`src/design/dsp_pkg.sv`:
```
// Shared constants and carrier types for the divide step datapath
package dsp_pkg;
    localparam int W = 16;
    // Status register bit positions
    localparam int ST_AZ_BIT = 0;
    localparam int ST_AN_BIT = 1;
    localparam int ST_AV_BIT = 2;
    localparam int ST_AC_BIT = 3;
    localparam int ST_AS_BIT = 4;
    localparam int ST_AQ_BIT = 5;
    localparam logic [7:0] STATUS_RST = 8'h00;
    localparam logic [15:0] WORD_RST = 16'h0000;
    localparam logic FLAG_RST = 1'b0;
    localparam logic [15:0] MOST_NEG = 16'h8000;
    localparam logic [15:0] UNSIGNED_MAX_DIVISOR = 16'h7FFF;
    localparam logic [7:0] OVERFLOW_WRITE = 8'h04;
    localparam int SIGNED_QSTEPS = 15;
    localparam int UNSIGNED_QSTEPS = 16;
    localparam int STEP_CYCLES = 1;

    typedef enum logic [2:0] {
        DSP_OP_NONE = 3'b000,
        DSP_OP_SIGN = 3'b001,
        DSP_OP_QBIT = 3'b010,
        DSP_OP_ABS = 3'b011,
        DSP_OP_STAT_WR = 3'b100,
        DSP_OP_LOAD = 3'b101,
        DSP_OP_MID_WR = 3'b110
    } dsp_op_t;

    // One sequencer request per cycle
    typedef struct packed {
        dsp_op_t op;
        logic [15:0] x_operand;
        logic [15:0] y_high;
        logic [15:0] y_low;
        logic [15:0] wdata;
    } dsp_req_t;

    // Partial remainder pair after a step
    typedef struct packed {
        logic [15:0] high;
        logic [15:0] low;
    } dsp_rem_t;
endpackage

```
`src/design/dsp_step_core.sv`:
```
// Combinational divide step: sign step and quotient bit step
`timescale 1ns/1ps
module dsp_step_core (
    input wire logic sign_step,
    input wire logic [15:0] divisor,
    input wire logic [15:0] rem_high,
    input wire logic [15:0] rem_low,
    input wire logic quotient_bit_flag,
    output logic [15:0] new_high,
    output logic [15:0] new_low,
    output logic new_flag,
    output logic sum_ovf
);
    logic [15:0] sum;
    logic [15:0] operand;
    always_comb begin
        operand = quotient_bit_flag ? divisor : ~divisor;
        sum = rem_high + operand + {15'h0000, ~quotient_bit_flag};
        sum_ovf = (rem_high[15] == operand[15]) && (sum[15] != rem_high[15]);
        if (sign_step) begin
            new_flag = rem_high[15] ^ divisor[15];
            new_high = {rem_high[14:0], rem_low[15]};
            new_low = {rem_low[14:0], new_flag};
            sum_ovf = 1'b0;
        end else begin
            // Divisor sign is not corrected for: negative divisors come out one LSB low, except a true quotient of 8000h
            new_flag = divisor[15] ^ sum[15];
            new_high = {sum[14:0], rem_low[15]};
            new_low = {rem_low[14:0], ~new_flag};
        end
    end
endmodule

```
`src/design/dsp_divide_step.sv`:
```
// Divide step datapath: remainder registers, status flags, product words
`timescale 1ns/1ps
module dsp_divide_step (
    input wire logic mclk,
    input wire logic rst,
    input wire dsp_pkg::dsp_req_t req,
    output dsp_pkg::dsp_rem_t remainder,
    output logic [7:0] alu_status_register,
    output logic quotient_bit_flag,
    output logic alu_overflow_flag,
    output logic [15:0] alu_result,
    output logic [15:0] product_middle_word,
    output logic [15:0] product_top_word,
    output logic unsigned_divisor_invalid
);
    // Remainder group: feedback word and low dividend word
    logic [15:0] alu_feedback_reg_r, alu_feedback_reg_nxt;
    logic [15:0] dividend_low_reg_r, dividend_low_reg_nxt;
    // Range flag of the divisor that the last step or load carried
    logic divisor_invalid_r, divisor_invalid_nxt;
    // Status group
    logic [7:0] status_r, status_nxt;
    // Absolute value group
    logic [15:0] result_r, result_nxt;
    // Product word group
    logic [15:0] mid_r, mid_nxt;
    logic [15:0] top_r, top_nxt;
    wire [15:0] top_fill;
    // Shared decode and datapath nets
    logic [15:0] neg_x;
    logic [15:0] abs_value;
    logic [15:0] step_high;
    logic [15:0] step_low;
    logic step_flag;
    logic step_ovf;
    logic is_sign;
    logic is_qbit;
    logic is_step;
    logic is_abs;
    logic is_stat_wr;
    logic is_load;
    logic is_mid_wr;

    // One decode feeds every group; code 7 is unused and does nothing
    always_comb begin
        is_sign = 1'b0;
        is_qbit = 1'b0;
        is_abs = 1'b0;
        is_stat_wr = 1'b0;
        is_load = 1'b0;
        is_mid_wr = 1'b0;
        unique case (req.op)
            dsp_pkg::DSP_OP_NONE: begin
            end
            dsp_pkg::DSP_OP_SIGN: begin
                is_sign = 1'b1;
            end
            dsp_pkg::DSP_OP_QBIT: begin
                is_qbit = 1'b1;
            end
            dsp_pkg::DSP_OP_ABS: begin
                is_abs = 1'b1;
            end
            dsp_pkg::DSP_OP_STAT_WR: begin
                is_stat_wr = 1'b1;
            end
            dsp_pkg::DSP_OP_LOAD: begin
                is_load = 1'b1;
            end
            dsp_pkg::DSP_OP_MID_WR: begin
                is_mid_wr = 1'b1;
            end
            default: begin
            end
        endcase
    end
    assign is_step = is_sign || is_qbit;
    // Negating 8000h wraps back to 8000h; the overflow flag is what reports it
    assign neg_x = 16'h0000 - req.x_operand;
    assign abs_value = req.x_operand[15] ? neg_x : req.x_operand;

    // Each bit of the top word is a copy of the written sign bit
    for (genvar b = 0; b < dsp_pkg::W; b++) begin : g_top_fill
        assign top_fill[b] = req.wdata[15];
    end

    // Sign step reads the high word from the request, bit steps from the feedback register
    dsp_step_core u_core (
        .sign_step(is_sign),
        .divisor(req.x_operand),
        .rem_high(is_sign ? req.y_high : alu_feedback_reg_r),
        .rem_low(is_sign ? req.y_low : dividend_low_reg_r),
        .quotient_bit_flag(status_r[dsp_pkg::ST_AQ_BIT]),
        .new_high(step_high),
        .new_low(step_low),
        .new_flag(step_flag),
        .sum_ovf(step_ovf)
    );

    // Remainder group: only the two steps and the plain load write it
    always_comb begin
        alu_feedback_reg_nxt = alu_feedback_reg_r;
        dividend_low_reg_nxt = dividend_low_reg_r;
        divisor_invalid_nxt = divisor_invalid_r;
        if (is_step) begin
            alu_feedback_reg_nxt = step_high;
            // A true quotient of 8000h falls out of the flag chain exact, no LSB loss
            dividend_low_reg_nxt = step_low;
            // Flagged, not fixed: the caller has to pre-shift both operands instead
            divisor_invalid_nxt = (req.x_operand > dsp_pkg::UNSIGNED_MAX_DIVISOR);
        end else if (is_load) begin
            alu_feedback_reg_nxt = req.y_high;
            dividend_low_reg_nxt = req.y_low;
            divisor_invalid_nxt = (req.x_operand > dsp_pkg::UNSIGNED_MAX_DIVISOR);
        end
    end

    always_ff @(posedge mclk or posedge rst) begin
        if (rst) begin
            alu_feedback_reg_r <= dsp_pkg::WORD_RST;
            dividend_low_reg_r <= dsp_pkg::WORD_RST;
            divisor_invalid_r <= dsp_pkg::FLAG_RST;
        end else begin
            alu_feedback_reg_r <= alu_feedback_reg_nxt;
            dividend_low_reg_r <= dividend_low_reg_nxt;
            divisor_invalid_r <= divisor_invalid_nxt;
        end
    end

    // Status group: steps own the quotient flag, absolute value the result flags
    always_comb begin
        status_nxt = status_r;
        if (is_step) begin
            status_nxt[dsp_pkg::ST_AQ_BIT] = step_flag;
            // Sticky until a status write or an absolute value operation rewrites it
            if (step_ovf) begin
                status_nxt[dsp_pkg::ST_AV_BIT] = 1'b1;
            end
            if (is_sign) begin
                status_nxt[dsp_pkg::ST_AS_BIT] = req.x_operand[15];
            end
        end else if (is_abs) begin
            status_nxt[dsp_pkg::ST_AS_BIT] = req.x_operand[15];
            status_nxt[dsp_pkg::ST_AZ_BIT] = (req.x_operand == dsp_pkg::WORD_RST);
            status_nxt[dsp_pkg::ST_AN_BIT] = abs_value[15];
            // 8000h has no positive twin in 16 bits
            status_nxt[dsp_pkg::ST_AV_BIT] = (req.x_operand == dsp_pkg::MOST_NEG);
        end else if (is_stat_wr) begin
            // A plain write of 4h is how a caller reports overflow or divide by zero
            status_nxt = req.wdata[7:0];
        end
    end

    always_ff @(posedge mclk or posedge rst) begin
        if (rst) begin
            status_r <= dsp_pkg::STATUS_RST;
        end else begin
            status_r <= status_nxt;
        end
    end

    // Result group: written only by the absolute value operation
    always_comb begin
        result_nxt = result_r;
        if (is_abs) begin
            result_nxt = abs_value;
        end
    end

    always_ff @(posedge mclk or posedge rst) begin
        if (rst) begin
            result_r <= dsp_pkg::WORD_RST;
        end else begin
            result_r <= result_nxt;
        end
    end

    // Product words: the top word only ever holds the sign of the middle word
    always_comb begin
        mid_nxt = mid_r;
        top_nxt = top_r;
        if (is_mid_wr) begin
            mid_nxt = req.wdata;
            top_nxt = top_fill;
        end
    end

    always_ff @(posedge mclk or posedge rst) begin
        if (rst) begin
            mid_r <= dsp_pkg::WORD_RST;
            top_r <= dsp_pkg::WORD_RST;
        end else begin
            mid_r <= mid_nxt;
            top_r <= top_nxt;
        end
    end

    assign remainder.high = alu_feedback_reg_r;
    assign remainder.low = dividend_low_reg_r;
    assign alu_status_register = status_r;
    assign quotient_bit_flag = status_r[dsp_pkg::ST_AQ_BIT];
    assign alu_overflow_flag = status_r[dsp_pkg::ST_AV_BIT];
    assign alu_result = result_r;
    assign product_middle_word = mid_r;
    assign product_top_word = top_r;
    // Unsigned steps with a divisor above 7FFFh give garbage; flagged, not fixed
    assign unsigned_divisor_invalid = divisor_invalid_r;
endmodule

```
`config.mk`:
```
export PLATFORM = sky130hd
export DESIGN_NAME = dsp_divide_step
export DESIGN_NICKNAME = d
export VERILOG_FILES = /design/src/design/dsp_pkg.sv /design/src/design/dsp_step_core.sv /design/src/design/dsp_divide_step.sv
export SDC_FILE = /design/constraint.sdc
export NUM_CORES = 1
export LEC_CHECK = 0
export BUFFER_PORTS_ARGS = -buffer_cell sky130_fd_sc_hd__buf_4
export CORE_MARGIN = 4
export CORE_UTILIZATION = 48
export CTS_CLUSTER_DIAMETER = 60
export DETAILED_ROUTE_END_ITERATION = 6
export MAX_ROUTING_LAYER = met4
export PLACE_DENSITY = 0.83
export SKIP_CTS_REPAIR_TIMING = 1
export SYNTH_ARGS = -nofsm -noshare
export SYNTH_HDL_FRONTEND = slang
export SYNTH_HIERARCHICAL = 1
export SYNTH_SLANG_ARGS = --single-unit
```
`constraint.sdc`:
```
create_clock -name mclk -period 3.2 [get_ports mclk]
set_input_delay 0.32 -clock mclk [delete_from_list [all_inputs] [get_ports mclk]]
set_output_delay 0.32 -clock mclk [all_outputs]
set_load 0.1 [all_outputs]
```
* Word-level counts from Yosys, hierarchy flattened
Cells that the tools add are included.
** Storage, ports and cells
- Input bits :: 69
- Register bits after elaboration :: 74
- Logic and storage cells :: 74
** Cells by class
- Equal/unequal tests :: 12
- Mux-type cells :: 28
- Bitwise gates (word level) :: 7
- $add $sub $neg :: 3
- Magnitude comparators :: 1
- Reduce and logical (&&, ||, !) cells :: 12
** Operator list (count)
- 16-bit 2-to-1 mux :: 9
- 16-bit by 1-bit adder with 16-bit output :: 1
- 16-bit adder :: 1
- 16-bit equality test (second input constant) :: 1
- 16-bit by 15-bit greater-than comparator with 1-bit output (second input constant) :: 1
- 16-bit zero test :: 1
- 1-bit 2-to-1 mux :: 16
- 16-bit inverter :: 1
- 1-bit by 16-bit subtractor with 16-bit output (first input constant) :: 1
- 3-bit equality test (second input constant) :: 3
- 2-bit AND reduction :: 4
- 3-bit by 2-bit equality test with 1-bit output (second input constant) :: 2
- 6-bit 2-to-1 mux :: 1
- 2-bit inequality test (second input constant) :: 3
- 2-bit nonzero test :: 3
- 1-bit inverter :: 4
- 3-bit by 1-bit equality test with 1-bit output (second input constant) :: 1
- 3-bit 2-to-1 mux :: 1
- 3-bit AND reduction :: 1
- 3-bit nonzero test :: 1
- 2-bit 2-to-1 mux :: 1
- 1-bit XOR :: 2
- 1-bit equality test :: 1
- 1-bit logical AND :: 1
- other kinds (2) :: 2

* Logic depth before layout (Yosys ltp)
Gate-level depths: netlist of the first run.
- Depth after elaboration :: 10
- Mapped depth :: 15

* Cells and area by module
Netlist of the first run, hierarchy kept.
** Modules (own cells, without submodules)
- dsp_divide_step :: cells an instance 348, area each 3927.5 um2, times used 1, sequential area each 1826.8 um2
- dsp_step_core :: cells an instance 189, area each 1368.8 um2, times used 1, sequential area each 0.0 um2

* Least setup slack after synthesis of the first run
No wires, ideal clock.
- Path type :: register to register
- Start :: register status_r[5], in the netlist alu_status_register[5]
- End :: register alu_feedback_reg_r[11]
- Arrival :: 3.896 ns
- Cell stages (with the launch flop) :: 13
- Period minus slack after synthesis :: 4.016 ns
- Data required time :: 3.080 ns
- Slack :: -0.816 ns
- Buffers on the path :: 2
- Path through :: dfrtp_1 clkbuf_1 buf_2 xnor2_1 fa_1 a21oi_1 and4b_1 or4_4 a21oi_2 xor2_1 o21ai_1 a22o_1 a21o_1
** Between the ends
- Word-level cells in the longest chain between the ends :: 5
- Elaborated cells on any way between the ends :: 6
- Those cells by class :: add/sub: 2; mux: 3; bitwise: 1
** RTL lines
- start: declaration :: line dsp_divide_step.sv:22 : logic [7:0] status_r, status_nxt;
- start signal: assignment :: line dsp_divide_step.sv:156 : status_r <= dsp_pkg::STATUS_RST;
- start signal: assignment :: line dsp_divide_step.sv:158 : status_r <= status_nxt;
- 16-bit 2-to-1 mux :: line dsp_step_core.sv:17 : operand = quotient_bit_flag ? divisor : ~divisor;
- 16-bit adder :: line dsp_step_core.sv:18 : sum = rem_high + operand + {15'h0000, ~quotient_bit_flag};
- 16-bit by 1-bit adder with 16-bit output (*) :: line dsp_step_core.sv:18
- 16-bit 2-to-1 mux (*) :: line dsp_step_core.sv:20 : if (sign_step) begin
- net step_high[11] :: line dsp_divide_step.sv:32 : logic [15:0] step_high;
- 16-bit 2-to-1 mux (*) :: line dsp_divide_step.sv:105 : if (is_step) begin
- end signal: assignment :: line dsp_divide_step.sv:120 : alu_feedback_reg_r <= dsp_pkg::WORD_RST;
- end signal: assignment :: line dsp_divide_step.sv:124 : alu_feedback_reg_r <= alu_feedback_reg_nxt;
- end: declaration :: line dsp_divide_step.sv:17 : logic [15:0] alu_feedback_reg_r, alu_feedback_reg_nxt;
The timed path passes the listed nets; every way through them passes the cells marked *.
A chain may end at the register's enable or synchronous reset.

* Worst setup path after layout of the first run
- Start :: input req[66] (netlist name)
- End :: register alu_feedback_reg_r[15]
** Between the ends
- Word-level cells in the longest chain between the ends :: 7
- Elaborated cells on any way between the ends :: 13
- Those cells by class :: add/sub: 2; eq/ne: 3; mux: 6; reduce/logical: 2
** RTL lines
- start: declaration :: line dsp_divide_step.sv:6 : input wire dsp_pkg::dsp_req_t req,
- 3-bit by 1-bit equality test with 1-bit output (*) :: line dsp_divide_step.sv:52 : unique case (req.op)
- 1-bit 2-to-1 mux (*) :: line dsp_divide_step.sv:52
- 16-bit 2-to-1 mux :: line dsp_divide_step.sv:91 : .rem_high(is_sign ? req.y_high : alu_feedback_reg_r),
- 16-bit adder :: line dsp_step_core.sv:18
- 16-bit by 1-bit adder with 16-bit output :: line dsp_step_core.sv:18
- 16-bit 2-to-1 mux (*) :: line dsp_step_core.sv:20
- net step_high[15] :: line dsp_divide_step.sv:32
- 16-bit 2-to-1 mux (*) :: line dsp_divide_step.sv:105
Marked as above.

==> out/results.ini, run 1 <==
[synth]
syn_area_per_cell_um2=9.863
syn_nets=624
ys_top_cells_by_area=dfrtp_1 34%, mux2_2 11%, a21o_1 5.4%, a22o_1 5.3%, buf_4 4.8%
synthDistinctLibCells=66
yosys_register_bits=73
yosysWarnings=6
async_flop_share=1.000
synth_edf_count=0
ys_top_cells_by_count=73 x dfrtp_1, 53 x mux2_2, 49 x nand2_1, 38 x a21o_1, 34 x buf_4
syn_area_um2=5296
synth_top_area_share=0.3449
yosysTopAreaCell=dfrtp_1
syn_inst=537
synth.most_common_cell=dfrtp_1
synth_ff_type=dfrtp_1
ys_seq_area_frac=0.3449

[critical_path]
reg2reg_from=alu_status_register[5]
crit_path_end_kind=flip-flop
crit_path_max_fanout=6
r2r_end=alu_feedback_reg_r[15]
r2r_setup_slack_ps=20
rr_worst_depth=11
crit_type=input pin to flip-flop
arrival_ps=3480
cp-start-kind=input pin
crit_required_ps=3450

[timing]
fmax_mhz=309.8
slew_viol_final=0
finalClockSkew_ps=8.487
layout_setup_ws_ps=-28.17
period_share=1.009
setup_viol=1
slew_headroom=0.4629
hold_viol=0
rsz0062_at_grt=yes
min_period_ps=3228
tightest_slew_ps=804.5
holdWs_ps=117.5

[routing]
vias=4774
drcViolationCount=0
routedWlPerCell_um=17.37
drtPass1Iterations=5
drt_iter0_markers=298
viasPerCell=5.558
wl_um=14920
detail-route-antenna-nets=0

[clock_network]
clk_pin_slew_ps=90
insertion_delay_ps=350
ctsRootBufferMaster=clkbuf_8
clockBufferDepth=2
numCtsBuffers=9
ctsHtreeMaxLevel=3
cts_sinks=73
cts_tree=yes

[finish]
drive_above_1_share=0.4896
fin_area_um2=7340
area_growth_pct=38.58
layoutNonFillerInstCount=859
finalNetCount=801
antenna_cells=0

[die]
io-pin-count=160
die_area_um2=12780
die_w_um=113.0
dieHeight_um=113.0
core-area_um2=10840
initial_core_util=0.4886
rows=38

[global_routing]
grt_pass1_wl_um=23720
grtUsageTotal=0.2340
antenna_found_initial=0
grt_max_degree=38
overflow=0
grt_pass1_vias=4732

[place]
gp_congestion=0.9788
hpwlAfterDp_um=11350
dp.cells=833
io_buffers=159
placed_cell_area_um2=6909
dp_slack_ps=-353.1

[hold_path]
hold_path_class=input pin to asynchronous set/reset pin

[job]
max-cap-violations=0

[run_status]
failed_checks=setup timing
status=finished, violations left

[power_and_ir_drop]
p_total_w=0.008767
power_density_nw_per_um2=1195
leakage_nw=3.618
ir_drop_mv=0.8384

==> cell type report <==
class / count / area [um^2]
fillers: 892 / 3501
flip-flops and latches: 73 / 1829
clock inverters: 7 / 102.6
repair buffers: 231 / 1795
clock buffers: 9 / 123.9
multi-input cells: 390 / 3279
inverters: 9 / 33.78
well taps: 140 / 175.2
==> where the power goes <==
part | internal [W] | leakage (nW) | switching [W] | total (W)
sequential | 0.00117 | 0.892 | 0.000225 | 0.00140
clock | 0.000449 | 0.116 | 0.000387 | 0.000836
combinational | 0.00238 | 2.61 | 0.00415 | 0.00654
total | 0.00400 | 3.62 | 0.00477 | 0.00877
==> cells in the final DEF, fill, tap and decap left out, types with 6 or more instances in the layout <==
master,count
inv_1,8
a21o_1,38
buf_4,223
nor2b_1,6
nand2_1,48
a21oi_1,9
ha_4,7
mux2_2,46
dfrtp_1,71
ha_1,9
xor2_1,19
xnor2_1,18
o21ai_0,32
nor2_1,12
clkbuf_8,9
a22o_1,32
nor3_1,7
mux2_4,8
==> critical path, cell delays in order <==
cell and delay, ps:
buf_6 100, nor3b_4 260, buf_12 170, mux2_4 320, nor2b_4 130, nor2_2 50
fa_2 400, a21oi_2 180, and4b_1 240, or4_4 470, a31oi_2 220, xor2_1 170
o21ai_1 70, a22o_1 230, a21o_1 140
==> state kept, by name (all words and copies together), names as in the netlist <==
name / count
alu_feedback_reg_r: 16
alu_result: 16
dividend_low_reg_r: 16
product_middle_word: 16
alu_status_register: 8
unsigned_divisor_invalid: 1
==> kinds of logic (layout without fill, tap and decap cells) <==
| kind of cell | after synthesis | count (layout) | synth area share |
|---|---|---|---|
| adders and majority gates | 19 | 19 | 0.04583 |
| DFF | 73 | 73 | 0.3449 |
| buffers and inverters | 74 | 256 | 0.08008 |
| and+or+nand+nor | 115 | 115 | 0.1134 |
| xor gates and xnor gates | 40 | 40 | 0.06615 |
| AOI/OAI and AO/OA | 158 | 158 | 0.2266 |
| muxes | 58 | 58 | 0.1231 |
==> worst max-delay path by stage <==
stage / start / to / slack [ps] / cells past startpoint
4_1_cts: req[66] / alu_feedback_reg_r[15] / 10 / 15
2_1_floorplan: req[66] / alu_status_register[5] / -200 / 15
5_1_grt: req[66] / alu_feedback_reg_r[15] / -130 / 15
3_5_place_dp: req[66] / alu_feedback_reg_r[15] / -350 / 15
3_3_place_gp: req[66] / alu_feedback_reg_r[15] / -310 / 15
6_report: req[66] / alu_feedback_reg_r[15] / -30 / 15
==> through the flow <==
step	TNS, ps	utilization
2_1_floorplan	-800.0	-
3_3_place_gp	-1940	0.6374
3_5_place_dp	-2448	0.6374
4_1_cts	0	0.6582
5_1_grt	-416.8	0.6771
6_report	-28.17	0.6771
==> per-layer routing <==
metal	vias to the layer above	wire length (um)	GRT usage
met1	2334	6686	0.3181
li1	2265	-	-
met2	159	7102	0.3697
met3	16	918	0.02941
met4	0	210	0.06731
met5	-	0	-
(Power assumes the default switching activity.)
==> run 2, diff against run 1 <==
--- a/config.mk
+++ b/config.mk
@@ -11,7 +11,7 @@
 export CTS_CLUSTER_DIAMETER = 60
 export DETAILED_ROUTE_END_ITERATION = 6
 export MAX_ROUTING_LAYER = met4
-export PLACE_DENSITY = 0.83
+export PLACE_DENSITY = 0.78
 export SKIP_CTS_REPAIR_TIMING = 1
 export SYNTH_ARGS = -nofsm -noshare
 export SYNTH_HDL_FRONTEND = slang
==> out/results.ini, run 2 (same netlist as run 1, synthesis figures left out) <==
[global_routing]
grtUsageTotal=0.2338  ; about the same
grt.met3_usage=0.03904  ; +0.009626
grt_pass1_wl_um=23760  ; +0.17%
use_met2=0.3720  ; +0.002370
antenna_found_initial=0  ; unchanged
busiest_layer=met2
grt_pass1_vias=4702  ; -0.63%
use_met1=0.3113  ; -0.006774
grt_max_degree=48  ; +26%
overflow=0  ; unchanged

[routing]
routedWlPerCell_um=17.58  ; +1.2%
detail-route-antenna-nets=0  ; unchanged
drtPass1Iterations=4  ; -1
viasPerCell=5.515  ; -0.76%
drcViolationCount=0  ; unchanged
vias=4710  ; -1.3%
wl_um=15010  ; +0.63%
drt_iter0_markers=223  ; -25%

[timing]
tightest_slew_ps=1052  ; +247.6 ps
setup_viol=4  ; +3
period_share=1.014  ; +0.004875
fmax_mhz=308.3  ; -0.48%
rsz0062_at_grt=yes
finalClockSkew_ps=7.393  ; -1.094 ps
slew_viol_final=0  ; unchanged
min_period_ps=3244  ; +15.60 ps
slew_headroom=0.2975  ; -0.1653
hold_viol=0  ; unchanged
layout_setup_ws_ps=-43.77  ; -15.60 ps
holdWs_ps=197.5  ; +79.94 ps

[place]
gp_congestion=0.8895  ; -9.1%
hpwlAfterDp_um=11320  ; -0.22%
dp_slack_ps=-442.1  ; -89.04 ps
io_buffers=159  ; unchanged

[finish]
n_fill_cell=879  ; -1.5%
finalNetCount=796  ; -0.62%
antenna_cells=0  ; unchanged
drive_above_1_share=0.4860  ; -0.003574
utilization=0.6828  ; +0.005771
final_common_cell=buf_4
mostFrequentLayoutCells=220 x buf_4, 71 x dfrtp_1, 48 x nand2_1
area_growth_pct=39.76

[critical_path]
crit_path_end_kind=flip-flop
crit_required_ps=3440  ; about the same
arrival_ps=3490  ; about the same
crit_path_max_fanout=5  ; -1
crit_type=input pin to flip-flop
cp-start-kind=input pin

[job]
max-cap-violations=0  ; unchanged

[die]
initial_core_util=0.4886  ; unchanged
rows=38  ; unchanged
die_area_um2=12780  ; unchanged
dieHeight_um=113.0  ; unchanged
core-area_um2=10840  ; unchanged
die_w_um=113.0  ; unchanged
io-pin-count=160  ; unchanged

[power_and_ir_drop]
clkPwrFrac=0.102  ; +0.007
switching_share=0.5332  ; -0.01036
comb_power_share=0.742  ; -0.003
internal-power_w=0.004150  ; +3.7%
pwr-share-seq=0.156  ; -0.003
net-switching-power_w=0.004740  ; -0.53%
ir_drop_mv=0.8113  ; -3.2%
power_density_nw_per_um2=1201  ; +0.55%
leakage_nw=3.622  ; +0.13%

[hold_path]
hold_path_class=input pin to flip-flop

[clock_network]
numCtsBuffers=9  ; unchanged
ctsHtreeMaxLevel=3  ; unchanged
cts_sinks=73  ; unchanged
insertion_delay_ps=350  ; about the same
clockBufferDepth=2  ; unchanged
cts_tree=yes
clk_pin_slew_ps=90  ; about the same
ctsRootBufferMaster=clkbuf_8

[run_status]
status=finished, violations left
failed_checks=setup timing

run 2: worst paths after layout:
kind	slack, ps	depth (start not counted)	startpoint	to
worst min register to register	480	2	alu_result[8]	alu_result[8]
worst max-delay path	-40	16	req[65]	alu_feedback_reg_r[11]
max in group asynchronous	2140	3	rst	alu_status_register[1]
worst min-delay path	200	2	req[10]	product_middle_word[10]
worst max register to register	20	13	alu_status_register[5]	alu_status_register[5]
min in group asynchronous	240	2	rst	product_middle_word[10]
run 2: power by group through the flow:
| stage | logic, W | registers [W] | clock network, W |
|---|---|---|---|
| detailed placement | 0.00629 | 0.00140 | 0 |
| global route | 0.00694 | 0.00144 | 0.000973 |
| floorplan | 0.00298 | 0.00314 | 0 |
| CTS | 0.00632 | 0.00139 | 0.000935 |
| global placement | 0.00626 | 0.00138 | 0 |
| finish | 0.00659 | 0.00139 | 0.000908 |
run 2: area by class of cell:
cell class | count | area (um^2) | share of cell area
sequential | 73 | 1832 | 0.2475
multi-input combinational | 390 | 3347 | 0.4522
timing repair buffer | 226 | 1764 | 0.2383
tap | 140 | 175.2 | 0.02366
clock buffer | 10 | 137.6 | 0.01859
clock inverter | 6 | 112.6 | 0.01521
inverter | 9 | 33.78 | 0.004564
run 2: critical path: stages:
cell and delay (ps):
buf_6 100, nor3b_4 220, buf_12 150, clkbuf_16 150, mux2_4 320, nor2b_4 140
nor2_4 50, fa_2 410, a21oi_2 160, and4b_1 220, or4_4 470, a21oi_4 170
xor2_1 180, o21ai_1 80, a22o_1 200, a21o_1 150
run 2: stage by stage:
step | TNS [ps] | instance area (um^2) | power [W] | std cells
after detailed placement | -3122 | 6902 | 0.007689 | 832
after global routing | -481.7 | 7402 | 0.009350 | 854
after CTS | -92.71 | 7152 | 0.008637 | 848
final | -77.64 | 7402 | 0.008890 | 854
after global placement | -2547 | 6902 | 0.007640 | 832
after floorplan | -800.0 | 5503 | 0.006127 | 537
run 2: metal layers:
| metal | wire [um] | part of all wire |
|---|---|---|
| met1 | 6692 | 0.45 |
| met2 | 7269 | 0.48 |
| met3 | 909 | 0.061 |
| met4 | 141 | 0.0094 |
| met5 | 0 | 0 |
==> run 3, diff against run 2 <==
--- a/config.mk
+++ b/config.mk
@@ -6,7 +6,6 @@
 export NUM_CORES = 1
 export LEC_CHECK = 0
 export BUFFER_PORTS_ARGS = -buffer_cell sky130_fd_sc_hd__buf_4
-export CORE_MARGIN = 4
 export CORE_UTILIZATION = 48
 export CTS_CLUSTER_DIAMETER = 60
 export DETAILED_ROUTE_END_ITERATION = 6
@@ -17,3 +16,4 @@
 export SYNTH_HDL_FRONTEND = slang
 export SYNTH_HIERARCHICAL = 1
 export SYNTH_SLANG_ARGS = --single-unit
+export TNS_END_PERCENT = 20
==> out/results.ini, run 3 (same netlist as run 1, synthesis figures left out) <==
[routing]
drcViolationCount=0  ; unchanged
drt_iter0_markers=291  ; +30%
drtPass1Iterations=6  ; +2
viasPerCell=5.507  ; -0.15%
vias=4637  ; -1.5%
routedWlPerCell_um=16.72  ; -4.9%
detail-route-antenna-nets=0  ; unchanged
wl_um=14080  ; -6.2%

[clock_network]
ctsHtreeMaxLevel=3  ; unchanged
numCtsBuffers=9  ; unchanged
cts_tree=yes
clockBufferDepth=2  ; unchanged
ctsRootBufferMaster=clkbuf_8
clk_pin_slew_ps=90  ; about the same
cts_sinks=73  ; unchanged
insertion_delay_ps=370  ; +20 ps

[finish]
drive_above_1_share=0.4688  ; -0.01716
final_common_cell=buf_4
area_growth_pct=34.40
finalNetCount=788  ; -1.0%
antenna_cells=0  ; unchanged
layoutNonFillerInstCount=842  ; -1.4%
mostFrequentLayoutCells=217 x buf_4, 71 x dfrtp_1, 48 x mux2_2, 48 x nand2_1, 38 x a21o_1
fin_area_um2=7118  ; -3.8%

[die]
dieHeight_um=107.0  ; -5.3%
die_w_um=107.0  ; -5.3%
initial_core_util=0.5040  ; +0.01542
io-pin-count=160  ; unchanged
rows=37  ; -2.6%
die_area_um2=11460  ; -10%
core-area_um2=10510  ; -3.1%

[timing]
min_period_ps=3190  ; -53.51 ps
slew_headroom=0.3160  ; +0.01847
setup_viol=0  ; -4
tightest_slew_ps=1025  ; -27.67 ps
holdWs_ps=175.7  ; -21.74 ps
finalClockSkew_ps=10.73  ; +3.337 ps
hold_viol=0  ; unchanged
rsz0062_at_grt=yes
fmax_mhz=313.5  ; +1.7%
fin_tns_setup_ps=0  ; +77.64 ps
period_share=0.9970  ; -0.01672
slew_viol_final=0  ; unchanged

[critical_path]
crit_path_end_kind=flip-flop
cpLargestDelayFamily=simple AND/OR/NAND/NOR gates
crit_required_ps=3460  ; +20 ps
crit_path_max_fanout=10  ; +5
critPathSlowestCell=or4_4
worst_path_largest_cell_delay_ps=460  ; about the same
cp-start-kind=input pin
crit_type=input pin to flip-flop
crit_chain=buf_4, nor3b_4, buf_12, mux2_4, nor2b_4, nor2_2, fa_2, a21oi_2, and4b_1, or4_4, a31oi_2, xor2_1, o21ai_1, a22o_1, a21o_1
arrival_ps=3450  ; -40 ps
cp_num_buf_inv=2  ; -1

[global_routing]
grt_pass1_vias=4451  ; -5.3%
antenna_found_initial=0  ; unchanged
grtUsageTotal=0.2580  ; +0.02426
grt_pass1_wl_um=22410  ; -5.7%
grt_max_degree=49  ; +2.1%
overflow=0  ; unchanged

[place]
dp.cells=824  ; -0.96%
io_buffers=159  ; unchanged
gp_congestion=0.8956  ; +0.69%
hpwlAfterDp_um=10700  ; -5.5%
placed_cell_area_um2=6867  ; -0.51%

[power_and_ir_drop]
net-switching-power_w=0.004721  ; -0.40%
leakage_nw=3.514  ; -3.0%
p_total_w=0.008510  ; -4.3%
switching_share=0.5548  ; +0.02158
pwr-share-seq=0.166  ; +0.010
ir_drop_mv=0.8827  ; +8.8%
internal-power_w=0.003789  ; -8.7%
clkPwrFrac=0.091  ; -0.011
comb_power_share=0.744  ; +0.002
power_density_nw_per_um2=1196  ; -0.45%

[run_status]
status=completed

[hold_path]
hold_path_class=input pin to flip-flop

[job]
max-cap-violations=0  ; unchanged

[run 3: cell types whose count changed in the layout (fill, tap and decap cells not counted), sizes merged]
cell and change:
buf -6, clkbuf -3, bufinv -2, clkinvlp +2, inv +1
[run 3: per-layer routing]
metal	global-route usage	routed length, um	up-vias
met4	0.06751	150	0
met1	0.3566	6532	2209
met2	0.3876	6484	173
met3	0.05046	908	12
li1	-	-	2243
met5	-	0	-
[run 3: layout make-up]
| class | count | area (um^2) |
|---|---|---|
| Fill cell | 854 | 3391 |
| Multi-Input combinational cell | 390 | 3231 |
| Inverter | 9 | 33.78 |
| Clock buffer | 9 | 123.9 |
| Clock inverter | 7 | 78.83 |
| Timing Repair Buffer | 218 | 1649 |
| Tap cell | 136 | 170.2 |
| Sequential cell | 73 | 1832 |
[run 3: path summary, 6_finish.rpt]
check / end / cells past startpoint / startpoint / slack (ps)
setup / recovery: alu_feedback_reg_r[15] / 15 / req[66] / 10
hold reg to reg: alu_result[15] / 2 / alu_result[15] / 490
max in group asynchronous: alu_result[10] / 3 / rst / 2210
hold / removal: product_middle_word[12] / 2 / req[12] / 180
min in group asynchronous: dividend_low_reg_r[5] / 2 / rst / 200
setup reg to reg: alu_status_register[5] / 12 / alu_status_register[5] / 60
[run 3: power groups by stage]
stage          Combinational [W]  Clock, W  Sequential [W]
2_1_floorplan            0.00298         0         0.00314
5_1_grt                  0.00668  0.000834         0.00144
3_5_place_dp             0.00620         0         0.00142
3_3_place_gp             0.00613         0         0.00140
6_report                 0.00633  0.000774         0.00141
4_1_cts                  0.00624  0.000795         0.00140
[run 3: per-stage QoR]
stage,setup slack (ps),util
global placement,-340.1,0.6534
floorplan,-204.0,-
finish,9.738,0.6773
detailed placement,-423.9,0.6534
global route,-118.2,0.6773
CTS,-50.41,0.6727
